File: src/rtl/rxmtr_defs.svh
// Register offsets, field positions and reset values for the receive controller
`ifndef RXMTR_DEFS_SVH
`define RXMTR_DEFS_SVH

// ----------------------------------------------------------------
// Register byte offsets
// ----------------------------------------------------------------
`define RXMTR_OFF_CTRL 12'h000
`define RXMTR_OFF_SYSCFG 12'h004
`define RXMTR_OFF_TOPER 12'h008
`define RXMTR_OFF_STATUS 12'h00C
`define RXMTR_OFF_MASK 12'h010
`define RXMTR_OFF_STATE 12'h014

// ----------------------------------------------------------------
// System configuration field positions
// ----------------------------------------------------------------
`define RXMTR_BIT_DBL_DIS 12
`define RXMTR_BIT_SLOW 22
`define RXMTR_BIT_RSV_HI 27
`define RXMTR_BIT_RSV_LO 23
`define RXMTR_BIT_WTOE 28
`define RXMTR_BIT_AUTR 29
`define RXMTR_BIT_AACK 30

// ----------------------------------------------------------------
// Control and status field positions
// ----------------------------------------------------------------
`define RXMTR_BIT_RXEN 0
`define RXMTR_BIT_RXDIS 1
`define RXMTR_ST_GOOD 0
`define RXMTR_ST_ERR 1
`define RXMTR_ST_TO 2
`define RXMTR_ST_W 3

// ----------------------------------------------------------------
// Reset values
// ----------------------------------------------------------------
`define RXMTR_RST_SYSCFG 32'h00000000
`define RXMTR_RST_TOPER 16'h0000
`define RXMTR_RST_MASK 3'h0

`endif

File: src/rtl/rxmtr_pkg.sv
// Types shared by the receive mode, timeout and re-enable controller
package rxmtr_pkg;
    typedef enum logic [1:0] {
        RXMTR_IDLE = 2'b00,
        RXMTR_HUNT = 2'b01,
        RXMTR_ACK = 2'b10
    } rxmtr_state_e;

    typedef enum logic [1:0] {
        RXMTR_RATE_850K = 2'b00,
        RXMTR_RATE_6M8 = 2'b01,
        RXMTR_RATE_110K = 2'b10
    } rxmtr_rate_e;
endpackage

File: src/rtl/rxmtr_countdown.sv
// Frame-wait countdown timer with load, stop and expiry pulse
`timescale 1ns/1ps
module rxmtr_countdown #(
    parameter int WIDTH = 16
) (
    // Clock and reset
    input wire logic sys_clk,
    input wire logic rstn,
    // Control
    input wire logic load,
    input wire logic stop,
    input wire logic [WIDTH-1:0] period,
    // Status
    output logic running,
    output logic expired
);
    logic [WIDTH-1:0] cnt_q;
    logic [WIDTH-1:0] cnt_d;
    logic run_q;
    logic run_d;
    logic exp_q;
    logic exp_d;

    // Load wins over stop so a fresh enable always restarts the wait
    always_comb begin
        cnt_d = cnt_q;
        run_d = run_q;
        exp_d = 1'b0;
        if (load) begin
            cnt_d = period;
            run_d = (period != '0);
            exp_d = (period == '0);
        end else if (stop) begin
            run_d = 1'b0;
        end else if (run_q) begin
            if (cnt_q == {{(WIDTH-1){1'b0}}, 1'b1}) begin
                run_d = 1'b0;
                exp_d = 1'b1;
            end
            cnt_d = cnt_q - {{(WIDTH-1){1'b0}}, 1'b1};
        end
    end

    // Register the countdown
    always_ff @(posedge sys_clk or negedge rstn) begin
        if (!rstn) begin
            cnt_q <= '0;
            run_q <= 1'b0;
            exp_q <= 1'b0;
        end else begin
            cnt_q <= cnt_d;
            run_q <= run_d;
            exp_q <= exp_d;
        end
    end

    assign running = run_q;
    assign expired = exp_q;
endmodule

File: src/rtl/rxmtr_ctrl.sv
// Receiver mode, frame-wait timeout and auto re-enable controller with APB registers
`timescale 1ns/1ps
`include "rxmtr_defs.svh"

// Summary of operation
// - Slow select set: long delimiter, 110k format.
// - Slow select clear: short delimiter, 6M8 if the header rate is 6M8, else 850k.
// - Timeout enabled: enable starts countdown, expiry stops.
// - Expiry sets the frame-wait timeout flag.
// - Auto re-enable off: any event returns idle.
// - Double buffer auto: restart except after timeout.
// - Single buffer auto: restart on failures only.
// - Double buffer auto with ack: restart after ack.
// - Disable bit zero double, one single.
module rxmtr_ctrl #(
    parameter int TO_WIDTH = 16
) (
    // Clock and reset
    input wire logic sys_clk,
    input wire logic rstn,
    // APB slave
    input wire logic psel,
    input wire logic penable,
    input wire logic pwrite,
    input wire logic [11:0] paddr,
    input wire logic [31:0] pwdata,
    output logic [31:0] prdata,
    output logic pready,
    output logic pslverr,
    // Receive front end events (same clock)
    input wire logic frame_good,
    input wire logic frame_fail,
    input wire logic header_error_flag,
    input wire logic [1:0] phr_rate,
    input wire logic ack_tx_done,
    // Receive front end control
    output logic rx_on,
    output logic long_sfd_hunt,
    output logic [1:0] rx_rate,
    output logic ack_tx_start,
    // Interrupt
    output logic irq
);
    // ----------------------------------------------------------------
    // Register state
    // ----------------------------------------------------------------
    logic [31:0] cfg_q;
    logic [31:0] cfg_d;
    logic [TO_WIDTH-1:0] toper_q;
    logic [TO_WIDTH-1:0] toper_d;
    logic [`RXMTR_ST_W-1:0] stat_q;
    logic [`RXMTR_ST_W-1:0] stat_d;
    logic [`RXMTR_ST_W-1:0] mask_q;
    logic [`RXMTR_ST_W-1:0] mask_d;
    logic [31:0] rdata_q;
    logic [31:0] rdata_d;
    logic err_q;
    logic err_d;
    logic ph_q;
    logic ph_d;
    rxmtr_pkg::rxmtr_state_e st_q;
    rxmtr_pkg::rxmtr_state_e st_d;

    logic wr_en;
    logic rd_en;
    logic mapped;
    logic rx_en_req;
    logic rx_dis_req;
    logic slow_rate_rx_select;
    logic frame_wait_timeout_enable;
    logic rx_auto_reenable;
    logic auto_ack_enable;
    logic double_buffer_disable;
    logic dbl_mode;
    logic fail_ev;
    logic to_load;
    logic to_stop;
    logic to_running;
    logic frame_wait_timeout_flag;
    logic [`RXMTR_ST_W-1:0] ev_set;

    // Act only in the first access cycle; a second read-clear in the pready
    // cycle would wipe an event that landed during the first one
    assign wr_en = psel && penable && pwrite && !ph_q;
    assign rd_en = psel && penable && !pwrite && !ph_q;
    assign mapped = (paddr == `RXMTR_OFF_CTRL) || (paddr == `RXMTR_OFF_SYSCFG)
        || (paddr == `RXMTR_OFF_TOPER) || (paddr == `RXMTR_OFF_STATUS)
        || (paddr == `RXMTR_OFF_MASK) || (paddr == `RXMTR_OFF_STATE);
    assign rx_en_req = wr_en && (paddr == `RXMTR_OFF_CTRL) && pwdata[`RXMTR_BIT_RXEN];
    assign rx_dis_req = wr_en && (paddr == `RXMTR_OFF_CTRL) && pwdata[`RXMTR_BIT_RXDIS];

    // Configuration field views
    assign slow_rate_rx_select = cfg_q[`RXMTR_BIT_SLOW];
    assign frame_wait_timeout_enable = cfg_q[`RXMTR_BIT_WTOE];
    assign rx_auto_reenable = cfg_q[`RXMTR_BIT_AUTR];
    assign auto_ack_enable = cfg_q[`RXMTR_BIT_AACK];
    assign double_buffer_disable = cfg_q[`RXMTR_BIT_DBL_DIS];
    assign dbl_mode = !double_buffer_disable;
    assign fail_ev = frame_fail || header_error_flag;

    // ----------------------------------------------------------------
    // Register file
    // ----------------------------------------------------------------
    // Reserved bits 27..23 are stored as written; software keeps them zero
    always_comb begin
        cfg_d = cfg_q;
        toper_d = toper_q;
        mask_d = mask_q;
        stat_d = stat_q;
        rdata_d = rdata_q;
        err_d = 1'b0;
        if (wr_en) begin
            case (paddr)
                `RXMTR_OFF_SYSCFG: begin
                    cfg_d = pwdata;
                end
                `RXMTR_OFF_TOPER: begin
                    toper_d = pwdata[TO_WIDTH-1:0];
                end
                `RXMTR_OFF_MASK: begin
                    mask_d = pwdata[`RXMTR_ST_W-1:0];
                end
                default: begin
                    err_d = !mapped;
                end
            endcase
        end
        if (rd_en) begin
            case (paddr)
                `RXMTR_OFF_SYSCFG: rdata_d = cfg_q;
                `RXMTR_OFF_TOPER: rdata_d = {{(32-TO_WIDTH){1'b0}}, toper_q};
                `RXMTR_OFF_STATUS: rdata_d = {{(32-`RXMTR_ST_W){1'b0}}, stat_q};
                `RXMTR_OFF_MASK: rdata_d = {{(32-`RXMTR_ST_W){1'b0}}, mask_q};
                `RXMTR_OFF_STATE: rdata_d = {29'h0, to_running, st_q};
                default: rdata_d = 32'h00000000;
            endcase
            err_d = !mapped;
            // Read clears status, but a new event in the same cycle survives
            if (paddr == `RXMTR_OFF_STATUS) begin
                stat_d = '0;
            end
        end
        stat_d = stat_d | ev_set;
    end

    // Register the bus-facing state
    always_ff @(posedge sys_clk or negedge rstn) begin
        if (!rstn) begin
            cfg_q <= `RXMTR_RST_SYSCFG;
            toper_q <= `RXMTR_RST_TOPER;
            mask_q <= `RXMTR_RST_MASK;
            stat_q <= '0;
            rdata_q <= 32'h00000000;
            err_q <= 1'b0;
        end else begin
            cfg_q <= cfg_d;
            toper_q <= toper_d;
            mask_q <= mask_d;
            stat_q <= stat_d;
            rdata_q <= rdata_d;
            err_q <= err_d;
        end
    end

    // Read data is registered so prdata and pslverr lag by one edge; pready
    // is raised in the access phase only after the data is ready
    always_comb begin
        ph_d = psel && penable && !ph_q;
    end
    always_ff @(posedge sys_clk or negedge rstn) begin
        if (!rstn) begin
            ph_q <= 1'b0;
        end else begin
            ph_q <= ph_d;
        end
    end
    assign pready = ph_q;
    assign prdata = rdata_q;
    assign pslverr = err_q && ph_q;
    assign irq = |(stat_q & mask_q);

    // ----------------------------------------------------------------
    // Receiver sequencing
    // ----------------------------------------------------------------
    // Enable is acted on in the first access cycle only, so the countdown
    // is loaded at most once per enable write
    rxmtr_countdown #(
        .WIDTH(TO_WIDTH)
    ) u_wait (
        .sys_clk(sys_clk),
        .rstn(rstn),
        .load(to_load),
        .stop(to_stop),
        .period(toper_q),
        .running(to_running),
        .expired(frame_wait_timeout_flag)
    );

    // Event decoding, then the next receiver state
    always_comb begin
        st_d = st_q;
        to_load = 1'b0;
        to_stop = 1'b0;
        ack_tx_start = 1'b0;
        ev_set = '0;
        case (st_q)
            rxmtr_pkg::RXMTR_IDLE: begin
                if (rx_en_req && !ph_q) begin
                    st_d = rxmtr_pkg::RXMTR_HUNT;
                    to_load = frame_wait_timeout_enable;
                end
            end
            rxmtr_pkg::RXMTR_HUNT: begin
                if (rx_dis_req) begin
                    st_d = rxmtr_pkg::RXMTR_IDLE;
                    to_stop = 1'b1;
                end else if (frame_wait_timeout_flag) begin
                    ev_set[`RXMTR_ST_TO] = 1'b1;
                    st_d = rxmtr_pkg::RXMTR_IDLE;
                end else if (frame_good) begin
                    ev_set[`RXMTR_ST_GOOD] = 1'b1;
                    to_stop = 1'b1;
                    if (rx_auto_reenable && dbl_mode && auto_ack_enable) begin
                        st_d = rxmtr_pkg::RXMTR_ACK;
                        ack_tx_start = 1'b1;
                    end else if (rx_auto_reenable && dbl_mode) begin
                        st_d = rxmtr_pkg::RXMTR_HUNT;
                        to_load = frame_wait_timeout_enable;
                    end else begin
                        st_d = rxmtr_pkg::RXMTR_IDLE;
                    end
                end else if (fail_ev) begin
                    ev_set[`RXMTR_ST_ERR] = 1'b1;
                    to_stop = 1'b1;
                    if (rx_auto_reenable) begin
                        st_d = rxmtr_pkg::RXMTR_HUNT;
                        to_load = frame_wait_timeout_enable;
                    end else begin
                        st_d = rxmtr_pkg::RXMTR_IDLE;
                    end
                end
            end
            rxmtr_pkg::RXMTR_ACK: begin
                if (ack_tx_done) begin
                    st_d = rxmtr_pkg::RXMTR_HUNT;
                    to_load = frame_wait_timeout_enable;
                end
            end
            default: begin
                st_d = rxmtr_pkg::RXMTR_IDLE;
            end
        endcase
    end

    // Register the receiver state
    always_ff @(posedge sys_clk or negedge rstn) begin
        if (!rstn) begin
            st_q <= rxmtr_pkg::RXMTR_IDLE;
        end else begin
            st_q <= st_d;
        end
    end

    // Front end steering
    assign rx_on = (st_q == rxmtr_pkg::RXMTR_HUNT);
    assign long_sfd_hunt = slow_rate_rx_select;
    assign rx_rate = slow_rate_rx_select ? rxmtr_pkg::RXMTR_RATE_110K
        : ((phr_rate == rxmtr_pkg::RXMTR_RATE_6M8) ? rxmtr_pkg::RXMTR_RATE_6M8
        : rxmtr_pkg::RXMTR_RATE_850K);
endmodule

File: config.mk
export PLATFORM = sky130hd
export DESIGN_NAME = rxmtr_ctrl
export DESIGN_NICKNAME = d
export VERILOG_FILES = /design/src/rtl/rxmtr_pkg.sv /design/src/rtl/rxmtr_countdown.sv /design/src/rtl/rxmtr_ctrl.sv
export VERILOG_INCLUDE_DIRS = /design/src /design/src/rtl
export SDC_FILE = /design/constraint.sdc
export NUM_CORES = 1
export LEC_CHECK = 0
export BUFFER_PORTS_ARGS = -buffer_cell sky130_fd_sc_hd__buf_2
export CORE_UTILIZATION = 56
export DETAILED_ROUTE_END_ITERATION = 16
export HOLD_SLACK_MARGIN = 0.06
export PLACE_DENSITY = 0.92
export SLEW_MARGIN = 20
export SYNTH_ARGS = -nofsm -noshare
export SYNTH_HDL_FRONTEND = slang
export SYNTH_SLANG_ARGS = --single-unit
File: constraint.sdc
create_clock -name sys_clk -period 2.58 [get_ports sys_clk]
set_input_delay 0.129 -clock sys_clk [delete_from_list [all_inputs] [get_ports sys_clk]]
set_output_delay 0.129 -clock sys_clk [all_outputs]
set_load 0.01 [all_outputs]
==> results.tsv, run 1 <==
stage	metric	value	unit
drt	routed wire length	14060	um
synth	most area-consuming cells after synthesis	dfrtp_1 (53%), mux2_2 (9.5%), nand2_1 (4.1%), mux2_1 (4.0%), a22oi_1 (2.4%)	
sta	Setup Viol. Count Final	0	
global_routing	first-pass GRT wire length	22650	um
floorplanning	core box area	8763	um^2
synth	syn nets	501	
drt	detailed-route via count	4279	
power_and_ir_drop	pwr dens	472.0	nW/um^2
drt	1st-iter DRT viols	565	
sta	RSZ-0062 raised after global routing	false	
synth	Mapped Cells	444	
placement	PortBufs	94	
worst_setup_path	WP data required	2.84	ns
sta	min setup slack post-route	0.2616	ns
layout	ant diodes	0	
layout	final core occ	70.42	%
drt	Post-DRT Antenna Nets	0	
floorplanning	die width	97.28	um
layout	Layout Nets	625	
clock_network	Post-CTS Resized	0	
drt	WL/cell	20.64	um
global_routing	largest net degree at the start of global routing	52	
synth	Synth cell types	58	
sta	setup TNS	0	ns
synth	syn avg cell area	11.45	um^2
synth	Post-synth top flop	dfrtp_1	
drt	DR pass1 iterations	6	
worst_hold_path	hold path depth	3	
synth	FF+latch count, synth	108	
drt	DRC viols	0	
status	outcome	finished, final reports clean	
worst_hold_path	Worst Hold Launch	psel	
placement	GPL Wtd Cong	0.9391	
global_routing	initial antenna violation count	0	
layout	Layout area overhead	21.39	%
global_routing	Tot GR Track Use	30.90	%
clock_network	CTS H-Tree Depth	3	
floorplanning	num rows	34	
worst_setup_path	Critical Path Sink Type	register	
layout	fill count	572	
clock_network	TritonCTS buffer count	9	
worst_hold_path	worst hold path type	primary input to register	
clock_network	root buffer cell	clkbuf_8	
sta	Final Max Tran Viols	0	
job	Max Cap Viol	0	
sta	Final Critical Period	2.318	ns
placement	Cell Count Post-Placement	632	
power_and_ir_drop	Worst IR Drop VDD	0.3633	mV
clock_network	clock slew at reported path FFs	0.11	ns
floorplanning	Die Span Y	97.28	um
sta	Max-slew headroom	54.88	%
worst_setup_path	CP Class	register to register	
synth	Ys Warns	0	
floorplanning	# IOs	95	
floorplanning	Starting Density	58.01	%
clock_network	CTS sink cnt	108	
placement	worst slack at placement	0.3124	ns
sta	Setup Skew	0.02660	ns
synth	fraction of registers with async set/reset	100.0	%
synth	Post-Syn Area	5084	um^2
sta	Worst Hold Margin	0.06374	ns
layout	layout cells sized above 1	31.41	%
synth	post-synth top area share	53.16	%
sta	fmax	431.3	MHz
worst_setup_path	worst flop-to-flop path endpoint	u_wait.cnt_q[0]	
global_routing	vias in the first global route	4409	
worst_setup_path	CP arrival	2.58	ns
clock_network	clk buf depth	2	
sta	Final Hold Viols	0	
worst_setup_path	r2r startpoint	pready	
synth	Post-synth EDFFs	0	
worst_setup_path	Reg2Reg Depth	6	
worst_hold_path	WHS Endpoint	pready	
sta	post-route clock period utilization	89.86	%
worst_setup_path	Max Fanout on Critical Path	18	
power_and_ir_drop	Pleak	0.003144	uW
placement	Final HPWL DP	8925	um
synth	Yosys top cell by area	dfrtp_1	
drt	DR vias/cell	6.283	
clock_network	CTS tree	yes	
sta	Worst Tran Pin Value	0.6767	ns
worst_setup_path	CP Launch Type	register	
layout	Post-Layout Cell Count	681	
clock_network	later-pin clock latency in the skew report	0.39	ns
synth	post-synthesis sequential area ratio	53.16	%
floorplanning	die area	9463	um^2
global_routing	grt ovf	0	
worst_setup_path	R2R Setup Slk	0.26	ns
==> metal layers <==
layer / global-route usage [%] / up-vias / share of wire (%)
met5: 0 / - / 0
li1: - / 1875 / -
met1: 38.62 / 2095 / 37
met4: 15.84 / 0 / 4.4
met3: 5.540 / 57 / 8.1
met2: 51.68 / 252 / 50
==> cell usage after synthesis (all sizes together) (4+ instances only) <==
cell and count:
nand3 23, clkbuf 10, nor4 7, dfrtp 108
nand2 56, o31ai 4, a211oi 9, o21ai 23
a22oi 16, a21oi 13, nor2 13, a31oi 6
nand4 4, nor3 9, inv 6, or3 5
mux2 61, mux2i 5, buf 15, xor2 7
==> critical path, stage by stage, from the launching register on <==
cell	delay, ns
dfrtp_1	0.45
and4b_1	0.42
nand3_1	0.14
o2111ai_2	0.39
a21o_1	0.18
buf_4	0.24
mux2_2	0.38
==> registers in the layout, summed over array words and instances, names as in the netlist <==
register        cells
u_wait.running      1
prdata             32
toper_q            16
mask_q              3
pready              1
u_wait.expired      1
st_q                2
cfg_q              32
stat_q              3
err_q               1
u_wait.cnt_q       16
==> layout by cell type, fill, tap and decap left out, types with 4 or more instances in the layout <==
cell             n
nand3_1         22
buf_4           11
nor2_1          13
a31oi_1          6
mux2_2          43
nand4_1          4
o21ai_0         22
or3_1            5
mux2_1          18
a21oi_1         12
nor4_1           4
xor2_1           7
nor3_1           7
a211oi_1         9
mux2i_1          5
nand2_1         56
dlygate4sd3_1   33
dfrtp_1        108
buf_2           93
inv_1            6
clkbuf_8         9
o31ai_1          4
a22oi_1         16
==> final cells by class <==
cell class | count | area, um^2 | share of cell area, %
well taps | 108 | 135.1 | 2.190
clock inverters | 6 | 55.05 | 0.8921
multi-input cells | 305 | 2230 | 36.13
clock buffers | 10 | 127.6 | 2.068
repair buffers | 138 | 898.4 | 14.56
flip-flops and latches | 108 | 2703 | 43.80
inverters | 6 | 22.52 | 0.3650
==> kinds of logic after synthesis <==
logic type	Yosys count	share of synthesized area, %
and+or+nand+nor	142	15.43
buffers and inverters	31	3.249
xor gates and xnor gates	9	1.551
AOI/OAI and AO/OA	86	11.62
adders and majority gates	2	0.4922
muxes	66	14.50
DFF	108	53.16
==> power breakdown <==
| part | leakage [uW] | total, uW | internal [uW] | switching [uW] |
|---|---|---|---|---|
| combinational | 0.00156 | 200 | 91.7 | 108 |
| clock | 0.0000934 | 1000 | 372 | 631 |
| sequential | 0.00149 | 1710 | 1700 | 6.70 |
==> how the worst max path moves through the flow <==
stage               startpoint                to  slack (ns)  cells after the start
floorplan               pready  u_wait.cnt_q[15]        0.51                      8
global placement        pready   u_wait.cnt_q[0]        0.42                      6
detailed placement      pready   u_wait.cnt_q[7]        0.31                      6
CTS                     pready   u_wait.cnt_q[0]        0.29                      6
global route            pready   u_wait.cnt_q[0]        0.13                      6
finish                  pready   u_wait.cnt_q[0]        0.26                      6
==> through the flow <==
stage / power, uW / cell area [um^2]
global placement: 1895 / 5658
floorplan: 1789 / 5084
finish: 2913 / 6171
global route: 2991 / 6171
detailed placement: 1902 / 5658
CTS: 2892 / 6171
==> timing repair <==
action / in CTS / in global routing
hold buffers: 33 / 0
endpoints found under the hold margin: 95 / 0
buffers inserted: 0 / 0
Power figures use the tool's default switching activity.
==> run 2, diff against run 1 <==
CORE_UTILIZATION = 58   (was 56)
CTS_BUF_LIST = sky130_fd_sc_hd__clkbuf_8   (was unset)
PLACE_DENSITY = 0.95   (was 0.92)
==> run 2 against run 1 <==
Net effect:
- setup slack improved by 0.026 ns
- sequential share of layout area fell by 0.23 points
- clock skew fell by 0.0054 ns
- clock power rose by 9%
- first-iteration DRC count fell by 36%
- die area fell by 3.4%
- combinational power barely moved
- fmax rose by 1.1%
- power rose by 2.8%
- non-clock buffer count rose by 2
- global-route usage rose by 0.66 points
- wire length fell by 2.6%
==> results.tsv, run 2 (synthesized netlist as in run 1, its figures left out) <==
stage	metric	value	unit
clock_network	TritonCTS buffer count	9	
drt	Post-DRT Antenna Nets	0	
floorplanning	core box area	8341	um^2
power_and_ir_drop	combinational cell fraction of total power	6.6	%
power_and_ir_drop	pwr dens	482.7	nW/um^2
layout	most frequent cells in the layout	dfrtp_1 (108), buf_2 (93), nand2_1 (56), mux2_2 (43), dlygate4sd3_1 (33)	
sta	Worst Tran Pin Value	0.6959	ns
sta	Setup Viol. Count Final	0	
sta	fmax	436.2	MHz
drt	DRC viols	0	
placement	PortBufs	94	
sta	Final Critical Period	2.293	ns
power_and_ir_drop	P_sw	739.2	uW
worst_setup_path	worst flop-to-flop path endpoint	u_wait.cnt_q[7]	
clock_network	root buffer cell	clkbuf_8	
sta	Max-slew headroom	53.60	%
worst_setup_path	critical path's slowest cell	dfrtp_1	
worst_setup_path	CP arrival	2.56	ns
sta	post-route clock period utilization	88.86	%
worst_setup_path	Max stage delay on crit path	0.45	ns
sta	Final Max Tran Viols	0	
clock_network	CTS tree	yes	
worst_setup_path	R2R Setup Slk	0.29	ns
power_and_ir_drop	switching share of total power	24.69	%
drt	1st-iter DRT viols	362	
sta	Final Hold Viols	0	
job	Max Cap Viol	0	
global_routing	Tot GR Track Use	31.56	%
layout	layout cells sized above 1	31.83	%
status	outcome	finished, final reports clean	
layout	commonest non-fill, non-tap cell in the layout	dfrtp_1	
clock_network	clock slew at reported path FFs	0.10	ns
floorplanning	num rows	33	
floorplanning	Starting Density	60.95	%
worst_setup_path	critical path endpoint	u_wait.cnt_q[7]	
global_routing	first-pass GRT wire length	21180	um
layout	ant diodes	0	
power_and_ir_drop	clock power share	36.3	%
placement	GPL Wtd Cong	0.9237	
drt	routed wire length	13690	um
worst_setup_path	CP Launch Type	register	
global_routing	largest net degree at the start of global routing	57	
sta	RSZ-0062 raised after global routing	false	
clock_network	CTS H-Tree Depth	3	
worst_setup_path	CP Class	register to register	
worst_setup_path	r2r startpoint	pready	
power_and_ir_drop	Pleak	0.003155	uW
power_and_ir_drop	Reg power frac	57.1	%
floorplanning	# IOs	95	
worst_setup_path	Crit. Startpoint	pready	
drt	WL/cell	20.14	um
worst_setup_path	Critical Path Sink Type	register	
power_and_ir_drop	Worst IR Drop VDD	0.5272	mV
clock_network	later-pin clock latency in the skew report	0.39	ns
sta	Setup Skew	0.02116	ns
clock_network	CTS sink cnt	108	
drt	DR pass1 iterations	5	
clock_network	Post-CTS Resized	0	
layout	Layout Nets	627	
worst_setup_path	Max Fanout on Critical Path	9	
power_and_ir_drop	Power Internal	2255	uW
layout	Layout area overhead	22.03	%
layout	Post-Layout Cell Count	680	
global_routing	vias in the first global route	4295	
drt	DR vias/cell	6.187	
worst_hold_path	worst hold path type	primary input to register	
drt	detailed-route via count	4207	
floorplanning	die width	95.62	um
floorplanning	die area	9143	um^2
floorplanning	Die Span Y	95.62	um
placement	Final HPWL DP	8634	um
sta	setup TNS	0	ns
worst_setup_path	critical path, cell by cell	and4b_1 > nand3_1 > o2111ai_2 > a21o_1 > buf_4 > mux2_2	
worst_setup_path	Reg2Reg Depth	6	
clock_network	clk buf depth	2	
worst_setup_path	WP data required	2.85	ns
global_routing	grt ovf	0	
global_routing	initial antenna violation count	1	
placement	Cell Count Post-Placement	631	
==> run 2: layer usage <==
| layer | track usage, % | part of all wire [%] |
|---|---|---|
| met3 | 9.569 | 6.9 |
| met1 | 36.17 | 37 |
| met2 | 53.63 | 52 |
| met5 | 0 | 0 |
| met4 | 15.55 | 3.8 |
==> run 2: timing repair <==
action | CTS | global route
buffers inserted | 0 | 0
hold endpoints to repair | 99 | 0
hold buffers | 33 | 0
==> run 2: worst min path at each step <==
stage	startpoint	end	cells past startpoint
after floorplan	rstn	cfg_q[0]	0
after global placement	rstn	cfg_q[16]	1
after detailed placement	rstn	prdata[14]	1
after CTS	penable	pready	3
after global routing	penable	pready	3
final	ack_tx_done	st_q[1]	3
==> run 2: power by group through the flow <==
stage	Clock [uW]	Sequential, uW	Combinational [uW]
after floorplan	0	1750	41.7
after global placement	0	1740	150
after detailed placement	0	1740	157
after CTS	1070	1710	197
after global routing	1140	1710	219
final	1090	1710	198
==> run 2: per-stage QoR <==
| step | hold slack (ns) | utilization [%] | power, uW | area, um^2 | worst slack (ns) |
|---|---|---|---|---|---|
| floorplan | -0.1666 | - | 1789 | 5084 | 0.5112 |
| global placement | 0.2000 | 67.97 | 1892 | 5669 | 0.4961 |
| detailed placement | 0.2144 | 67.97 | 1899 | 5669 | 0.3761 |
| CTS | 0.06285 | 74.38 | 2974 | 6203 | 0.3139 |
| global route | 0.07508 | 74.38 | 3069 | 6203 | 0.1542 |
| finish | 0.06975 | 74.38 | 2994 | 6203 | 0.2874 |
==> run 2: area by class of cell <==
cell class	instances	area [um^2]
Timing Repair Buffer	140	913.4
Fill cell	493	2137
Inverter	6	22.52
Tap cell	105	131.4
Clock buffer	9	123.9
Multi-Input combinational cell	305	2230
Clock inverter	7	80.08
Sequential cell	108	2703
==> run 2: worst max-delay path: cells and delay by family, from the launching register on <==
| kind | cells | cell delay [ns] |
|---|---|---|
| AO/OA/AOI/OAI | 2 | 0.66 |
| buffers and inverters | 1 | 0.19 |
| flip-flops | 1 | 0.45 |
| multiplexers | 1 | 0.35 |
| AND/OR/NAND/NOR | 2 | 0.53 |
==> run 3, diff against run 2 <==
ABC_AREA = 1   (was unset)
==> run 3 against run 2 <==
Net effect:
- sequential cell count unchanged
- critical path type is now primary input to register
- setup slack better by 0.0026 ns
- clock power down 10%
==> results.tsv, run 3 <==
stage	metric	value	unit
synth	FF+latch count, synth	108	
job	Max Cap Viol	0	
worst_setup_path	Critical Path Sink Type	register	
placement	PortBufs	94	
global_routing	largest net degree at the start of global routing	69	
status	outcome	finished, final reports clean	
sta	Worst Tran Pin Value	0.8505	ns
clock_network	root buffer cell	clkbuf_8	
worst_setup_path	Max Fanout on Critical Path	43	
synth	Ys Warns	0	
synth	Yosys top cell by area	dfrtp_1	
floorplanning	Die Span Y	97.19	um
global_routing	grt ovf	0	
sta	setup TNS	0	ns
synth	fraction of registers with async set/reset	100.0	%
synth	Mapped Cells	620	
synth	post-synthesis compound-gate area fraction	10.48	%
synth	syn nets	677	
synth	mux share of post-synthesis cell area	2.929	%
power_and_ir_drop	Worst IR Drop VDD	0.2895	mV
floorplanning	num rows	34	
power_and_ir_drop	switching share of total power	27.59	%
layout	ant diodes	0	
layout	layout cells sized above 1	19.70	%
worst_setup_path	WP data required	2.86	ns
layout	fin area	6290	um^2
floorplanning	die area	9445	um^2
floorplanning	core box area	8763	um^2
layout	Post-Layout Cell Count	849	
synth	Post-Synth Adder-Cell Area	0.4762	%
sta	fmax	436.7	MHz
worst_setup_path	CP Class	primary input to register	
sta	Max-slew headroom	43.30	%
sta	RSZ-0062 raised after global routing	false	
floorplanning	Starting Density	59.97	%
sta	Setup Viol. Count Final	0	
drt	detailed-route via count	5057	
worst_setup_path	Max stage delay on crit path	0.55	ns
sta	Worst Hold Margin	0.09023	ns
global_routing	first-pass GRT wire length	23190	um
synth	syn avg cell area	8.476	um^2
drt	Post-DRT Antenna Nets	0	
drt	WL/cell	16.41	um
synth	post-synth top area share	51.43	%
sta	post-route clock period utilization	88.76	%
power_and_ir_drop	combinational cell fraction of total power	11.4	%
sta	Final Critical Period	2.290	ns
clock_network	clock slew at reported path FFs	0.11	ns
clock_network	later-pin clock latency in the skew report	0.38	ns
sta	min setup slack post-route	0.2900	ns
drt	routed wire length	13930	um
placement	GPL Wtd Cong	0.9218	
clock_network	CTS tree	yes	
synth	most area-consuming cells after synthesis	dfrtp_1 (51%), nand3_1 (9.0%), nand2_1 (8.9%), o21ai_0 (6.1%), inv_1 (4.0%)	
synth	simple-gate share of the synthesized area	25.98	%
floorplanning	die width	97.19	um
power_and_ir_drop	Power Internal	2222	uW
placement	worst slack at placement	0.5057	ns
global_routing	initial antenna violation count	0	
placement	Cell Count Post-Placement	801	
synth	post-synthesis sequential area ratio	51.43	%
sta	Final Max Tran Viols	0	
worst_setup_path	critical path's slowest cell	dlygate4sd3_1	
synth	main combinational cell family by area after synthesis	simple AND/OR/NAND/NOR gates	
synth	Synth cell types	36	
drt	DR pass1 iterations	5	
worst_setup_path	crit-path most repeated cell	dlygate4sd3_1	
placement	Final HPWL DP	9288	um
drt	DRC viols	0	
synth	Post-synth EDFFs	0	
layout	Layout Nets	794	
clock_network	TritonCTS buffer count	9	
drt	DR vias/cell	5.956	
clock_network	clk buf depth	2	
worst_setup_path	CP Launch Type	primary input	
sta	Setup Skew	0.009815	ns
synth	xor/xnor share of the synthesized area	1.667	%
worst_setup_path	critical path, cell by cell	dlygate4sd3_1 > buf_2 > nand2_1 > dlygate4sd3_1 > nor2_1 > inv_1 > nor2_2 > inv_4 > o31ai_1	
global_routing	vias in the first global route	4890	
worst_setup_path	CP arrival	2.57	ns
power_and_ir_drop	Pleak	0.003292	uW
layout	most frequent cells in the layout	nand2_1 (125), dfrtp_1 (108), nand3_1 (94), buf_2 (93), o21ai_0 (64)	
floorplanning	# IOs	95	
clock_network	CTS H-Tree Depth	3	
synth	Post-synth top flop	dfrtp_1	
power_and_ir_drop	pwr dens	487.9	nW/um^2
worst_setup_path	cell family with most CP delay	buffers and inverters	
synth	top cells by count, synth	nand2_1 (125), dfrtp_1 (108), nand3_1 (94)	
global_routing	Tot GR Track Use	30.80	%
power_and_ir_drop	P_sw	846.9	uW
clock_network	CTS sink cnt	108	
placement	Cell Area, Placed	5774	um^2
synth	Post-Syn Area	5255	um^2
power_and_ir_drop	Reg power frac	56.7	%
worst_hold_path	worst hold path type	primary input to register	
layout	Layout area overhead	19.69	%
clock_network	setup repair bufs after CTS	0	
power_and_ir_drop	clock power share	31.9	%
drt	1st-iter DRT viols	476	
worst_setup_path	WP buf/inv	5	
synth	leading cell type by number of instances after synthesis	nand2_1	
sta	Final Hold Viols	0	
layout	commonest non-fill, non-tap cell in the layout	nand2_1	
==> run 3: worst register-to-register path, stage by stage (launching register included) <==
cell and delay (ns):
dfrtp_1 0.45, nor2_2 0.33, nand4_2 0.26, nand2_1 0.14, nand2_1 0.07, nand2_1 0.53
nand2_1 0.11, nand2_1 0.11, a21oi_1 0.07
==> run 3: timing repair <==
item | in CTS | in global routing
endpoints found under the hold margin | 107 | 0
setup endpoints to repair | 0 | 24
resized for setup | 0 | 3
hold buffers | 33 | 0
==> run 3: worst paths after layout <==
check / startpoint / cells past startpoint / slack [ns] / endpoint
min in group asynchronous: rstn / 2 / 0.39 / u_wait.cnt_q[9]
min: pwdata[1] / 3 / 0.09 / cfg_q[1]
min reg2reg: prdata[10] / 1 / 0.49 / prdata[10]
max in group asynchronous: rstn / 3 / 1.42 / cfg_q[3]
max reg2reg: pready / 8 / 0.37 / u_wait.cnt_q[0]
max: penable / 9 / 0.29 / prdata[31]
==> run 3: layout make-up <==
| class | count | area, um^2 |
|---|---|---|
| inverter | 59 | 224.0 |
| clock inverter | 6 | 56.30 |
| tap | 108 | 135.1 |
| fill | 592 | 2474 |
| timing repair buffer | 135 | 863.3 |
| multi-input combinational | 424 | 2185 |
| sequential | 108 | 2703 |
| clock buffer | 9 | 123.9 |
==> run 3: layer usage <==
metal / vias to the layer above / track usage (%) / wire length [um]
li1: 2284 / - / -
met1: 2446 / 39.25 / 5435
met2: 269 / 50.00 / 6869
met3: 58 / 7.266 / 1108
met4: 0 / 14.24 / 520
met5: - / 0 / 0
==> run 3: cell families (layout without fill, tap and decap cells) <==
group                    after synthesis  count (layout)
AO/OA/AOI/OAI                        100             100
XOR/XNOR                              10              10
adder cells (fa/ha/maj)                2               2
buffers and inverters                 88             209
flip-flops                           108             108
multiplexers                          11              11
AND/OR/NAND/NOR                      301             301
==> run 3: stage by stage <==
step / total power (uW) / utilization, %
floorplan: 1937 / -
global placement: 2060 / 65.89
detailed placement: 2072 / 65.89
CTS: 3080 / 71.72
global route: 3185 / 71.77
finish: 3069 / 71.77
==> run 3: power groups by stage <==
| stage | clock network, uW | logic, uW | registers, uW |
|---|---|---|---|
| after floorplan | 0 | 168 | 1770 |
| after global placement | 0 | 290 | 1770 |
| after CTS | 998 | 344 | 1740 |
| after detailed placement | 0 | 303 | 1770 |
| final | 980 | 349 | 1740 |
| after global routing | 1050 | 391 | 1740 |
